**src/odl_defs.svh**
```systemverilog
// Register indexes, field positions and reset values of the output dependency logic
`ifndef ODL_DEFS_SVH
`define ODL_DEFS_SVH
// Register indexes; the byte address is four times the index
`define ODL_IDX_D_T1_PRI 8'h1D
`define ODL_IDX_D_T1_SEC 8'h1E
`define ODL_IDX_D_T1_IO 8'h1F
`define ODL_IDX_D_T2_PRI 8'h20
`define ODL_IDX_D_T2_SEC 8'h21
`define ODL_IDX_D_T2_IO 8'h22
`define ODL_IDX_H_BITS_A 8'h23
`define ODL_IDX_E_T1_PRI 8'h24
`define ODL_IDX_E_T1_SEC 8'h25
`define ODL_IDX_E_T1_IO 8'h26
`define ODL_IDX_E_T2_PRI 8'h27
`define ODL_IDX_E_T2_SEC 8'h28
`define ODL_IDX_E_T2_IO 8'h29
`define ODL_IDX_H_BITS_B 8'h2A
`define ODL_IDX_E_T2_H 8'h3B
`define ODL_IDX_MR_EN 8'h40
`define ODL_IDX_STATUS 8'h50
// Field positions
`define ODL_BIT_D_T1_H 0
`define ODL_BIT_D_T2_H 1
`define ODL_BIT_E_T1_H 0
`define ODL_BIT_E_T2_H 4
`define ODL_BIT_MR_D 3
`define ODL_BIT_MR_E 4
// Reset value of every mask register
`define ODL_MASK_RST 8'h00
`endif

```
**src/odl_pkg.sv**
```systemverilog
// Types of the output dependency logic
package odl_pkg;
   // Mask bytes of one product term
   typedef struct packed {
      logic [7:0] pri;
      logic [7:0] sec;
      logic [7:0] io;
   } odl_term_t;

   // Whole state of the block
   typedef struct packed {
      odl_term_t dT1;
      odl_term_t dT2;
      odl_term_t eT1;
      odl_term_t eT2;
      logic [7:0] hBitsA;
      logic [7:0] hBitsB;
      logic [7:0] eT2H;
      logic [7:0] mrEn;
      logic outD;
      logic outE;
      logic ack;
      logic [31:0] rdata;
   } odl_state_t;
endpackage

```
**src/odl_output_dependency.sv**
```systemverilog
// Dependency masks and assertion logic of programmable outputs D and E
//
// Overview of operation
// - Reg 20h bits 0-5 tie D term 2 to primary thresholds A-F.
// - Reg 20h bits 6 and 7 tie D term 2 to watchdogs one, two.
// - Reg 21h bits 0-5 tie D term 2 to secondary thresholds A-F.
// - Reg 21h bits 6-7, 22h bits 0-1 tie D term 2 to gp inputs A-D.
// - Reg 22h bits 2-7 tie D term 2 to outputs A,B,C,E,F,G.
// - Reg 23h bit 1 ties D term 2 to output H.
// - Reg 40h bit 3 set asserts D while manual reset is low.
// - A zero mask bit removes that source from the term.
// - D deasserts when either of its product terms is one.
// - Reg 24h ties E term 1 to primary thresholds A-F, watchdogs.
// - Reg 25h bits 0-5 tie E term 1 to secondary thresholds A-F.
// - Reg 25h bits 6-7, 26h bits 0-1 tie E term 1 to gp inputs.
// - Reg 26h bits 2-7 tie E term 1 to outputs A,B,C,D,F,G.
// - Reg 2Ah bit 0 ties E term 1 to output H.
// - Reg 40h bit 4 set asserts E while manual reset is low.
// - D term 1 uses 1Dh-1Fh, its H bit in 23h bit 0.
// - E term 2 uses 27h-29h, H bit in 3Bh; either term deasserts E.
//
// The Wishbone interface to the registers is this design's own decision.
`timescale 1ns/10ps
`include "odl_defs.svh"

module odl_output_dependency (
   input wire logic refClk,
   input wire logic arst_n,
   input wire logic clkEn,
   input wire logic wbCyc,
   input wire logic wbStb,
   input wire logic wbWe,
   input wire logic [9:0] wbAdr,
   input wire logic [3:0] wbSel,
   input wire logic [31:0] wbDatI,
   output logic [31:0] wbDatO,
   output logic wbAck,
   input wire logic [5:0] monPriOk,
   input wire logic [5:0] monSecOk,
   input wire logic [1:0] wdogOk,
   input wire logic [3:0] gpInput,
   input wire logic outAAssert,
   input wire logic outBAssert,
   input wire logic outCAssert,
   input wire logic outFAssert,
   input wire logic outGAssert,
   input wire logic outHAssert,
   input wire logic manualResetN,
   output logic outDAssert,
   output logic outEAssert
);

   // ==========================================================
   // Term evaluation
   // ==========================================================

   // One product term: good states of enabled sources, ANDed
   function automatic logic prodTerm(
      input odl_pkg::odl_term_t m,
      input logic hEn,
      input logic [5:0] pri,
      input logic [5:0] sec,
      input logic [1:0] wd,
      input logic [3:0] gp,
      input logic [5:0] oth,
      input logic hOk
   );
      logic [7:0] priSrc;
      logic [7:0] secSrc;
      logic [7:0] ioSrc;
      priSrc = {wd, pri};
      secSrc = {gp[1:0], sec};
      ioSrc = {oth, gp[3:2]};
      // Cleared mask bits force their source to true
      prodTerm = (&(~m.pri | priSrc)) & (&(~m.sec | secSrc)) & (&(~m.io | ioSrc))
         & (~hEn | hOk);
   endfunction

   odl_pkg::odl_state_t stateQ;
   odl_pkg::odl_state_t stateD;
   logic [7:0] regIdx;
   logic [7:0] wrByte;
   logic wrEn;
   logic [5:0] othForD;
   logic [5:0] othForE;
   logic termD1;
   logic termD2;
   logic termE1;
   logic termE2;
   logic mrLow;

   // Bus request fields
   assign regIdx = wbAdr[9:2];
   assign wrByte = wbDatI[7:0];
   assign wrEn = wbCyc & wbStb & wbWe & ~stateQ.ack & wbSel[0];
   assign mrLow = ~manualResetN;

   // Good states of other outputs; D and E come from flip-flops
   assign othForD = {~outGAssert, ~outFAssert, ~stateQ.outE, ~outCAssert, ~outBAssert, ~outAAssert};
   assign othForE = {~outGAssert, ~outFAssert, ~stateQ.outD, ~outCAssert, ~outBAssert, ~outAAssert};

   // Four product terms
   assign termD1 = prodTerm(stateQ.dT1, stateQ.hBitsA[`ODL_BIT_D_T1_H], monPriOk, monSecOk,
      wdogOk, gpInput, othForD, ~outHAssert);
   assign termD2 = prodTerm(stateQ.dT2, stateQ.hBitsA[`ODL_BIT_D_T2_H], monPriOk, monSecOk,
      wdogOk, gpInput, othForD, ~outHAssert);
   assign termE1 = prodTerm(stateQ.eT1, stateQ.hBitsB[`ODL_BIT_E_T1_H], monPriOk, monSecOk,
      wdogOk, gpInput, othForE, ~outHAssert);
   assign termE2 = prodTerm(stateQ.eT2, stateQ.eT2H[`ODL_BIT_E_T2_H], monPriOk, monSecOk,
      wdogOk, gpInput, othForE, ~outHAssert);

   // ==========================================================
   // Next state
   // ==========================================================

   // Register writes, read data, acknowledge and output levels
   always_comb
   begin
      stateD = stateQ;
      stateD.ack = wbCyc & wbStb & ~stateQ.ack;
      // Either term true deasserts; manual reset may force assertion
      stateD.outD = ~(termD1 | termD2) | (stateQ.mrEn[`ODL_BIT_MR_D] & mrLow);
      stateD.outE = ~(termE1 | termE2) | (stateQ.mrEn[`ODL_BIT_MR_E] & mrLow);
      if (wrEn)
      begin
         if (regIdx == `ODL_IDX_D_T1_PRI)
            stateD.dT1.pri = wrByte;
         else if (regIdx == `ODL_IDX_D_T1_SEC)
            stateD.dT1.sec = wrByte;
         else if (regIdx == `ODL_IDX_D_T1_IO)
            stateD.dT1.io = wrByte;
         else if (regIdx == `ODL_IDX_D_T2_PRI)
            stateD.dT2.pri = wrByte;
         else if (regIdx == `ODL_IDX_D_T2_SEC)
            stateD.dT2.sec = wrByte;
         else if (regIdx == `ODL_IDX_D_T2_IO)
            stateD.dT2.io = wrByte;
         else if (regIdx == `ODL_IDX_H_BITS_A)
            stateD.hBitsA = wrByte;
         else if (regIdx == `ODL_IDX_E_T1_PRI)
            stateD.eT1.pri = wrByte;
         else if (regIdx == `ODL_IDX_E_T1_SEC)
            stateD.eT1.sec = wrByte;
         else if (regIdx == `ODL_IDX_E_T1_IO)
            stateD.eT1.io = wrByte;
         else if (regIdx == `ODL_IDX_E_T2_PRI)
            stateD.eT2.pri = wrByte;
         else if (regIdx == `ODL_IDX_E_T2_SEC)
            stateD.eT2.sec = wrByte;
         else if (regIdx == `ODL_IDX_E_T2_IO)
            stateD.eT2.io = wrByte;
         else if (regIdx == `ODL_IDX_H_BITS_B)
            stateD.hBitsB = wrByte;
         else if (regIdx == `ODL_IDX_E_T2_H)
            stateD.eT2H = wrByte;
         else if (regIdx == `ODL_IDX_MR_EN)
            stateD.mrEn = wrByte;
      end
      // Read data; unmapped indexes read zero
      stateD.rdata = 32'h0000_0000;
      if (regIdx == `ODL_IDX_D_T1_PRI)
         stateD.rdata[7:0] = stateQ.dT1.pri;
      else if (regIdx == `ODL_IDX_D_T1_SEC)
         stateD.rdata[7:0] = stateQ.dT1.sec;
      else if (regIdx == `ODL_IDX_D_T1_IO)
         stateD.rdata[7:0] = stateQ.dT1.io;
      else if (regIdx == `ODL_IDX_D_T2_PRI)
         stateD.rdata[7:0] = stateQ.dT2.pri;
      else if (regIdx == `ODL_IDX_D_T2_SEC)
         stateD.rdata[7:0] = stateQ.dT2.sec;
      else if (regIdx == `ODL_IDX_D_T2_IO)
         stateD.rdata[7:0] = stateQ.dT2.io;
      else if (regIdx == `ODL_IDX_H_BITS_A)
         stateD.rdata[7:0] = stateQ.hBitsA;
      else if (regIdx == `ODL_IDX_E_T1_PRI)
         stateD.rdata[7:0] = stateQ.eT1.pri;
      else if (regIdx == `ODL_IDX_E_T1_SEC)
         stateD.rdata[7:0] = stateQ.eT1.sec;
      else if (regIdx == `ODL_IDX_E_T1_IO)
         stateD.rdata[7:0] = stateQ.eT1.io;
      else if (regIdx == `ODL_IDX_E_T2_PRI)
         stateD.rdata[7:0] = stateQ.eT2.pri;
      else if (regIdx == `ODL_IDX_E_T2_SEC)
         stateD.rdata[7:0] = stateQ.eT2.sec;
      else if (regIdx == `ODL_IDX_E_T2_IO)
         stateD.rdata[7:0] = stateQ.eT2.io;
      else if (regIdx == `ODL_IDX_H_BITS_B)
         stateD.rdata[7:0] = stateQ.hBitsB;
      else if (regIdx == `ODL_IDX_E_T2_H)
         stateD.rdata[7:0] = stateQ.eT2H;
      else if (regIdx == `ODL_IDX_MR_EN)
         stateD.rdata[7:0] = stateQ.mrEn;
      else if (regIdx == `ODL_IDX_STATUS)
         stateD.rdata[5:0] = {stateQ.outE, stateQ.outD, termE2, termE1, termD2, termD1};
   end

   // ==========================================================
   // State register
   // ==========================================================

   // All state held here; clock enable freezes it
   always_ff @(posedge refClk or negedge arst_n)
   begin
      if (!arst_n)
      begin
         stateQ <= '0;
      end
      else if (clkEn)
      begin
         stateQ <= stateD;
      end
   end

   // Outputs straight from flip-flops
   assign wbAck = stateQ.ack;
   assign wbDatO = stateQ.rdata;
   assign outDAssert = stateQ.outD;
   assign outEAssert = stateQ.outE;

endmodule

```
**config.mk**
```make
export PLATFORM = sky130hd
export DESIGN_NAME = odl_output_dependency
export DESIGN_NICKNAME = d
export VERILOG_FILES = /design/src/odl_pkg.sv /design/src/odl_output_dependency.sv
export VERILOG_INCLUDE_DIRS = /design/src
export SDC_FILE = /design/constraint.sdc
export NUM_CORES = 1
export LEC_CHECK = 0
export BUFFER_PORTS_ARGS = -buffer_cell sky130_fd_sc_hd__buf_4
export CORE_MARGIN = 5
export CORE_UTILIZATION = 35
export DETAILED_ROUTE_END_ITERATION = 7
export GPL_TIMING_DRIVEN = 0
export MAX_ROUTING_LAYER = met4
export PLACE_DENSITY_LB_ADDON = 0.2
export SYNTH_ARGS = -nofsm -noshare
export SYNTH_HDL_FRONTEND = slang
export SYNTH_SLANG_ARGS = --single-unit
export TNS_END_PERCENT = 10
```
**constraint.sdc**
```tcl
create_clock -name refClk -period 5 [get_ports refClk]
set_input_delay 1.25 -clock refClk [delete_from_list [all_inputs] [get_ports refClk]]
set_output_delay 1.25 -clock refClk [all_outputs]
set_load 0.02 [all_outputs]
```
; After elaboration in Yosys (flattened, before gate mapping)
; Cells that the tools add are included.
[classes]
n_eq_ne = 17
n_mux = 18
bitwise = 82
reduce_logical = 28
[ops]
columns = cell, n
row1 = two-way mux 8 bit, 15
row2 = AND reduction 8 bit, 13
row3 = "equality test 8 x 6 -> 1 bit, second input constant", 12
row4 = inverter 8 bit, 12
row5 = bitwise OR 8 bit, 12
row6 = inverter 1 bit, 31
row7 = "equality test 8 x 5 -> 1 bit, second input constant", 3
row8 = AND 1 bit, 19
row9 = AND reduction 18 bit, 1
row10 = AND reduction 17 bit, 1
row11 = "equality test 8 x 7 -> 1 bit, second input constant", 2
row12 = AND reduction 16 bit, 1
row13 = AND reduction 15 bit, 1
row14 = AND reduction 14 bit, 1
row15 = AND reduction 13 bit, 1
row16 = two-way mux 6 bit, 2
row17 = AND reduction 12 bit, 1
row18 = AND reduction 11 bit, 1
row19 = AND reduction 10 bit, 1
row20 = AND reduction 9 bit, 1
row21 = bitwise OR 1 bit, 8
row22 = AND reduction 7 bit, 1
row23 = AND reduction 6 bit, 1
row24 = AND reduction 5 bit, 1
row25 = other kinds (3), 3
[totals]
regBits = 139
inputBits = 77
output_inout_bits = 35
word_cells = 165

; Depth between registers and ports, before layout
[depth]
word_depth = 23
depth_mapped = 10

; Worst setup path after synthesis
; OpenSTA, ideal clock, no wires.
[synth_timing]
kind = input port to flip-flop
start = input port wbAdr[6]
end = register stateQ[100] (netlist name)
setup_ps = 125
t_arrival_ps = 3136
t_required_ps = 4875
path_slack_ps = 1740
stages = 9
path_buffers = 3
cell_sequence = or4b_1 -> buf_2 -> or2_0 -> buf_2 -> o211a_2 -> and2_4 -> buf_6 -> nand2_8 -> mux2_2
[synth_between]
elab_chain_len = 3
[synth_rtl]
columns = item, line_no
row1 = start: declaration, odl_output_dependency.sv:33  ; input wire logic [9:0] wbAdr,
row2 = equality test 8 x 6 -> 1 bit (no source line) or equality test 8 x 5 -> 1 bit (tied branches), -
row3 = inverter 1 bit (no source line), -
row4 = AND reduction 11 bit (no source line) *, -
row5 = end signal: assignment, odl_output_dependency.sv:210  ; stateQ <= stateD;
row6 = end: declaration, odl_output_dependency.sv:79  ; odl_pkg::odl_state_t stateQ;
; Every way passes the cells marked *; elsewhere a longest branch is shown, timed or not.
; A chain may end at the register's enable or synchronous reset.

; Final worst setup path
[layout_timing]
start = input port wbAdr[3]
end = register stateQ, in the netlist wbDatO[7]
[layout_between]
elab_chain_len = 17
[layout_rtl]
columns = item, line_no
row1 = equality test 8 x 7 -> 1 bit (no source line), -
row2 = two-way mux 2 bit, odl_output_dependency.sv:191  ; else if (regIdx == `ODL_IDX_MR_EN)
row3 = two-way mux 8 bit, odl_output_dependency.sv:189  ; else if (regIdx == `ODL_IDX_E_T2_H)
row4 = two-way mux 8 bit, odl_output_dependency.sv:187  ; else if (regIdx == `ODL_IDX_H_BITS_B)
row5 = two-way mux 8 bit, odl_output_dependency.sv:185  ; else if (regIdx == `ODL_IDX_E_T2_IO)
row6 = two-way mux 8 bit, odl_output_dependency.sv:183  ; else if (regIdx == `ODL_IDX_E_T2_SEC)
row7 = two-way mux 8 bit, odl_output_dependency.sv:181  ; else if (regIdx == `ODL_IDX_E_T2_PRI)
row8 = two-way mux 8 bit, odl_output_dependency.sv:179  ; else if (regIdx == `ODL_IDX_E_T1_IO)
row9 = two-way mux 8 bit, odl_output_dependency.sv:177  ; else if (regIdx == `ODL_IDX_E_T1_SEC)
row10 = two-way mux 8 bit, odl_output_dependency.sv:175  ; else if (regIdx == `ODL_IDX_E_T1_PRI)
row11 = two-way mux 8 bit, odl_output_dependency.sv:173  ; else if (regIdx == `ODL_IDX_H_BITS_A)
row12 = two-way mux 8 bit, odl_output_dependency.sv:171  ; else if (regIdx == `ODL_IDX_D_T2_IO)
row13 = two-way mux 8 bit, odl_output_dependency.sv:169  ; else if (regIdx == `ODL_IDX_D_T2_SEC)
row14 = two-way mux 8 bit, odl_output_dependency.sv:167  ; else if (regIdx == `ODL_IDX_D_T2_PRI)
row15 = two-way mux 8 bit, odl_output_dependency.sv:165  ; else if (regIdx == `ODL_IDX_D_T1_IO)
row16 = two-way mux 8 bit, odl_output_dependency.sv:163  ; else if (regIdx == `ODL_IDX_D_T1_SEC)
row17 = two-way mux 8 bit *, odl_output_dependency.sv:161  ; if (regIdx == `ODL_IDX_D_T1_PRI)
; Marks and branches as above.

==> implementation parameters <==
Parameter                              Value

Status
  Status    completed

Critical path
  Critical path launch point type    primary input
  Reg-to-reg startpoint    wbAck$_DFFE_PN0P_
  CP cell instances    clkbuf_1 -> clkbuf_1 -> clkbuf_1 -> clkbuf_1 -> o21ai_0 -> o2bb2ai_1 -> a21oi_1 -> o21ai_0
  Crit-path leading delay family    buffers and inverters
  Worst Path Buf+Inv    4
  Largest fanout on the critical path    10
  Critical path's largest stage delay    0.77 ns
  Cell mode on critical path    sky130_fd_sc_hd__clkbuf_1
  Slowest stage cell, crit path    sky130_fd_sc_hd__clkbuf_1
  Start-to-end type of the worst setup path    primary input to register
  Worst R2R End    stateQ[79]$_DFFE_PN0P_
  Register-to-register setup slack    2.63 ns
  Reg2reg path depth    7
  Required time worst endpoint    5.31 ns
  Arrival time at the worst endpoint    4.51 ns
  Element type at the critical path end    register

Synth
  Compound-Gate Fraction of Synth Area    a little over an eighth
  Post-synth EDFFs    0
  Cells after synthesis    753
  Fraction of synthesis flops using an asynchronous set or reset pin    100%
  Summed instance area of the synthesized netlist    7950 sq um
  Synthesized flop and latch total    139
  Simple-Gate Fraction of Synth Area    around 14%
  Mean area per synthesized cell    10.6 sq um
  Cell type with the largest total area after synthesis    sky130_fd_sc_hd__dfrtp_1
  Share of synthesized area spent on multiplexers    between 20% and 30%
  Dominant combinational cell family by area after synthesis    multiplexers
  Post-synthesis share of cell area spent on xor and xnor gates    0%
  Top cells by area in the synthesized netlist    sky130_fd_sc_hd__dfrtp_1, sky130_fd_sc_hd__mux2_2, sky130_fd_sc_hd__buf_4, sky130_fd_sc_hd__nand2_1, sky130_fd_sc_hd__o21ai_0
  Adder-cell area share of the yosys netlist    0%
  Register area share after synthesis    43.8%
  Most frequently used flop master after synthesis    sky130_fd_sc_hd__dfrtp_1
  Portion of synthesized cell area occupied by the leading cell type    43.8%
  Yosys warning count    0
  Distinct cells, synth    64

Clock tree
  # H-tree levels    4
  Number of clock buffers inserted by TritonCTS    17
  Buffer count from post-CTS setup fixing    0
  Clock root buffer    sky130_fd_sc_hd__clkbuf_16
  Clock tree from TritonCTS    built
  Clock insertion delay at the later pin of the skew report    0.44 ns
  Clock input transition at the sequential cells of the worst setup and hold paths    0.07 ns
  Maximum buffer depth of the clock tree    2
  Cts-stage hold buffer count    0
  Quantity of gates resized following cts    0
  Clk sink count    139

Route
  Number of remaining DRC errors    0
  Top Metal Used    met4
  Length of routed wiring on met1    14400 um
  Routed vias/inst    5.91
  Vias after detailed routing    between 6000 and 7000
  Routed wl met3    between 3000 and 4000 um
  Total detailed-routing wirelength    32500 um
  Detailed-routed wire length on met2    14100 um
  Drt pass-1 iters    6
  Detailed Route Iter0 Violations    833
  Routed length per instance    between 20 and 30 um
  Antenna violation net count after detailed routing    0

Die
  Number of top-level pins    112
  Core box area    22500 sq um
  Die Ht    161 um
  Placement row count    55
  Die Width    161 um
  Die ar.    25800 sq um
  Initial core utilization    between 30% and 40%

Worst hold path
  Endpoint with the worst hold slack    wbAck$_DFFE_PN0P_
  Worst Hold Launch    wbAck$_DFFE_PN0P_
  Hold depth    1
  Min-delay worst type    register to register

Place
  Post-DP HPWL    24200 um
  Total placed instance area    a little under 9000 sq um
  GPL Wtd Cong    1.01
  Post-placement cell count    1117
  Input/output buffers    55

Power
  Leak Pwr    4.37 nW
  Worst IR Drop VDD    179 uV
  Areal power density over the cells    288 nW/um^2

Cells and area
  NumNets Final    928
  Leading cell types in the layout, fill and taps excluded    sky130_fd_sc_hd__dfrtp_1, sky130_fd_sc_hd__mux2_2, sky130_fd_sc_hd__buf_4
  Fraction of layout cells with a size suffix above 1    a little under a third
  Most frequent standard cell in the layout excluding fill and tap cells    sky130_fd_sc_hd__dfrtp_1
  Area grow syn2layout    18.5%
  Final non-filler cell total    1149
  Number of diodes added for antenna fixing    0
  Final non-filler cell area    9410 sq um

Run
  Count of maximum capacitance violations    0

Global route
  Total congestion overflow after global routing    0
  Initial antenna violation count    0
  Overall routing resource usage    25.7%
  Vias in the first global route    6545
  Wire length of the first global-routing pass    46600 um
  Largest net degree at the start of global routing    77

STA
  Final period util    a little over four fifths
  Endpoints failing setup    0
  Number of max-slew violations in the final report    0
  Sum of negative setup slack    0 ns
  Final Hold Violating Endpoints    0
  Unrepaired setup endpoints after global routing    no
  Achievable Freq    238 MHz
  Post-layout minimum cycle time    4.20 ns
  Measured slew at the worst slew-check pin    about 1.2 ns
  Clk_skew    between 0.01 and 0.015 ns
  Slew HR    16.5%
==> stage by stage <==
step | total power [mW] | util (%) | hold slack (ns) | worst slack (ns)
after floorplan | 1.29 | - | 0.469 | 1.74
after global placement | 1.44 | 39.1 | 0.485 | 0.513
after detailed placement | 1.44 | 39.3 | 0.487 | 0.555
after CTS | 2.72 | 41.8 | 0.502 | 1.02
after global routing | 2.78 | 41.8 | 0.513 | 0.819
final | 2.71 | 41.8 | 0.499 | 0.802
==> power by group <==
group | internal, mW | total [mW] | switching, mW
clock | 0.758 | 1.28 | 0.526
combinational | 0.0895 | 0.287 | 0.197
sequential | 1.13 | 1.14 | 0.0100
==> cell families after synthesis <==
logic type / Yosys count
flip-flops: 139
other: 1
AND/OR/NAND/NOR: 201
multiplexers: 147
buffers and inverters: 109
AO/OA/AOI/OAI: 156
==> worst max-delay path by stage <==
stage	start	to	slack (ns)	cells past startpoint
after floorplan	wbAdr[6]	stateQ[100]$_DFFE_PN0P_	1.74	9
after global placement	wbAdr[3]	wbDatO[7]$_DFFE_PN0P_	0.51	8
after detailed placement	wbAdr[3]	wbDatO[7]$_DFFE_PN0P_	0.55	8
after CTS	wbAdr[3]	wbDatO[7]$_DFFE_PN0P_	1.02	8
after global routing	wbAdr[3]	wbDatO[7]$_DFFE_PN0P_	0.82	8
final	wbAdr[3]	wbDatO[7]$_DFFE_PN0P_	0.80	8
==> flip-flops by register name, indices dropped and copies added (netlist names) <==
register and count:
wbAck 1, wbDatO 8, outEAssert 1, outDAssert 1, stateQ 128
==> synth_stat cells (9+ instances only) <==
cell type,number
sky130_fd_sc_hd__dfrtp_1,139
sky130_fd_sc_hd__mux2_2,122
sky130_fd_sc_hd__nand2_1,52
sky130_fd_sc_hd__o21ai_0,35
sky130_fd_sc_hd__inv_1,34
sky130_fd_sc_hd__buf_4,32
sky130_fd_sc_hd__a21oi_1,29
sky130_fd_sc_hd__clkbuf_1,29
sky130_fd_sc_hd__nor2_1,26
sky130_fd_sc_hd__nor2b_1,26
sky130_fd_sc_hd__nand2b_1,24
sky130_fd_sc_hd__nand3_1,16
sky130_fd_sc_hd__o22ai_1,16
sky130_fd_sc_hd__mux2i_1,11
sky130_fd_sc_hd__a221oi_1,9
sky130_fd_sc_hd__o2111ai_1,9
==> per-layer routing <==
| metal | global-route usage, % | vias to the layer above |
|---|---|---|
| met5 | - | - |
| met3 | 6.18 | 62 |
| met2 | 36.6 | 427 |
| met4 | 9.31 | 0 |
| li1 | - | 2888 |
| met1 | 35.8 | 3418 |
==> cell type report <==
type                       instances  area (sq um)
sequential                       139          3480
tap                              285           357
multi-input combinational        528          4010
clock inverter                    11           120
timing repair buffer              56           444
clock buffer                      21           460
inverter                          34           128
buffer                            75           417
fill                            2226         13100
==> worst register-to-register path, stage by stage, from the launching register on <==
cell                      delay, ns
sky130_fd_sc_hd__dfrtp_1       0.39
sky130_fd_sc_hd__and4b_1       0.27
sky130_fd_sc_hd__and3_1        0.16
sky130_fd_sc_hd__buf_2         0.22
sky130_fd_sc_hd__o211a_2       0.31
sky130_fd_sc_hd__and2_4        0.20
sky130_fd_sc_hd__nand3_2       0.28
sky130_fd_sc_hd__mux2_2        0.41
No activity file was read; power rests on OpenSTA's default activity.
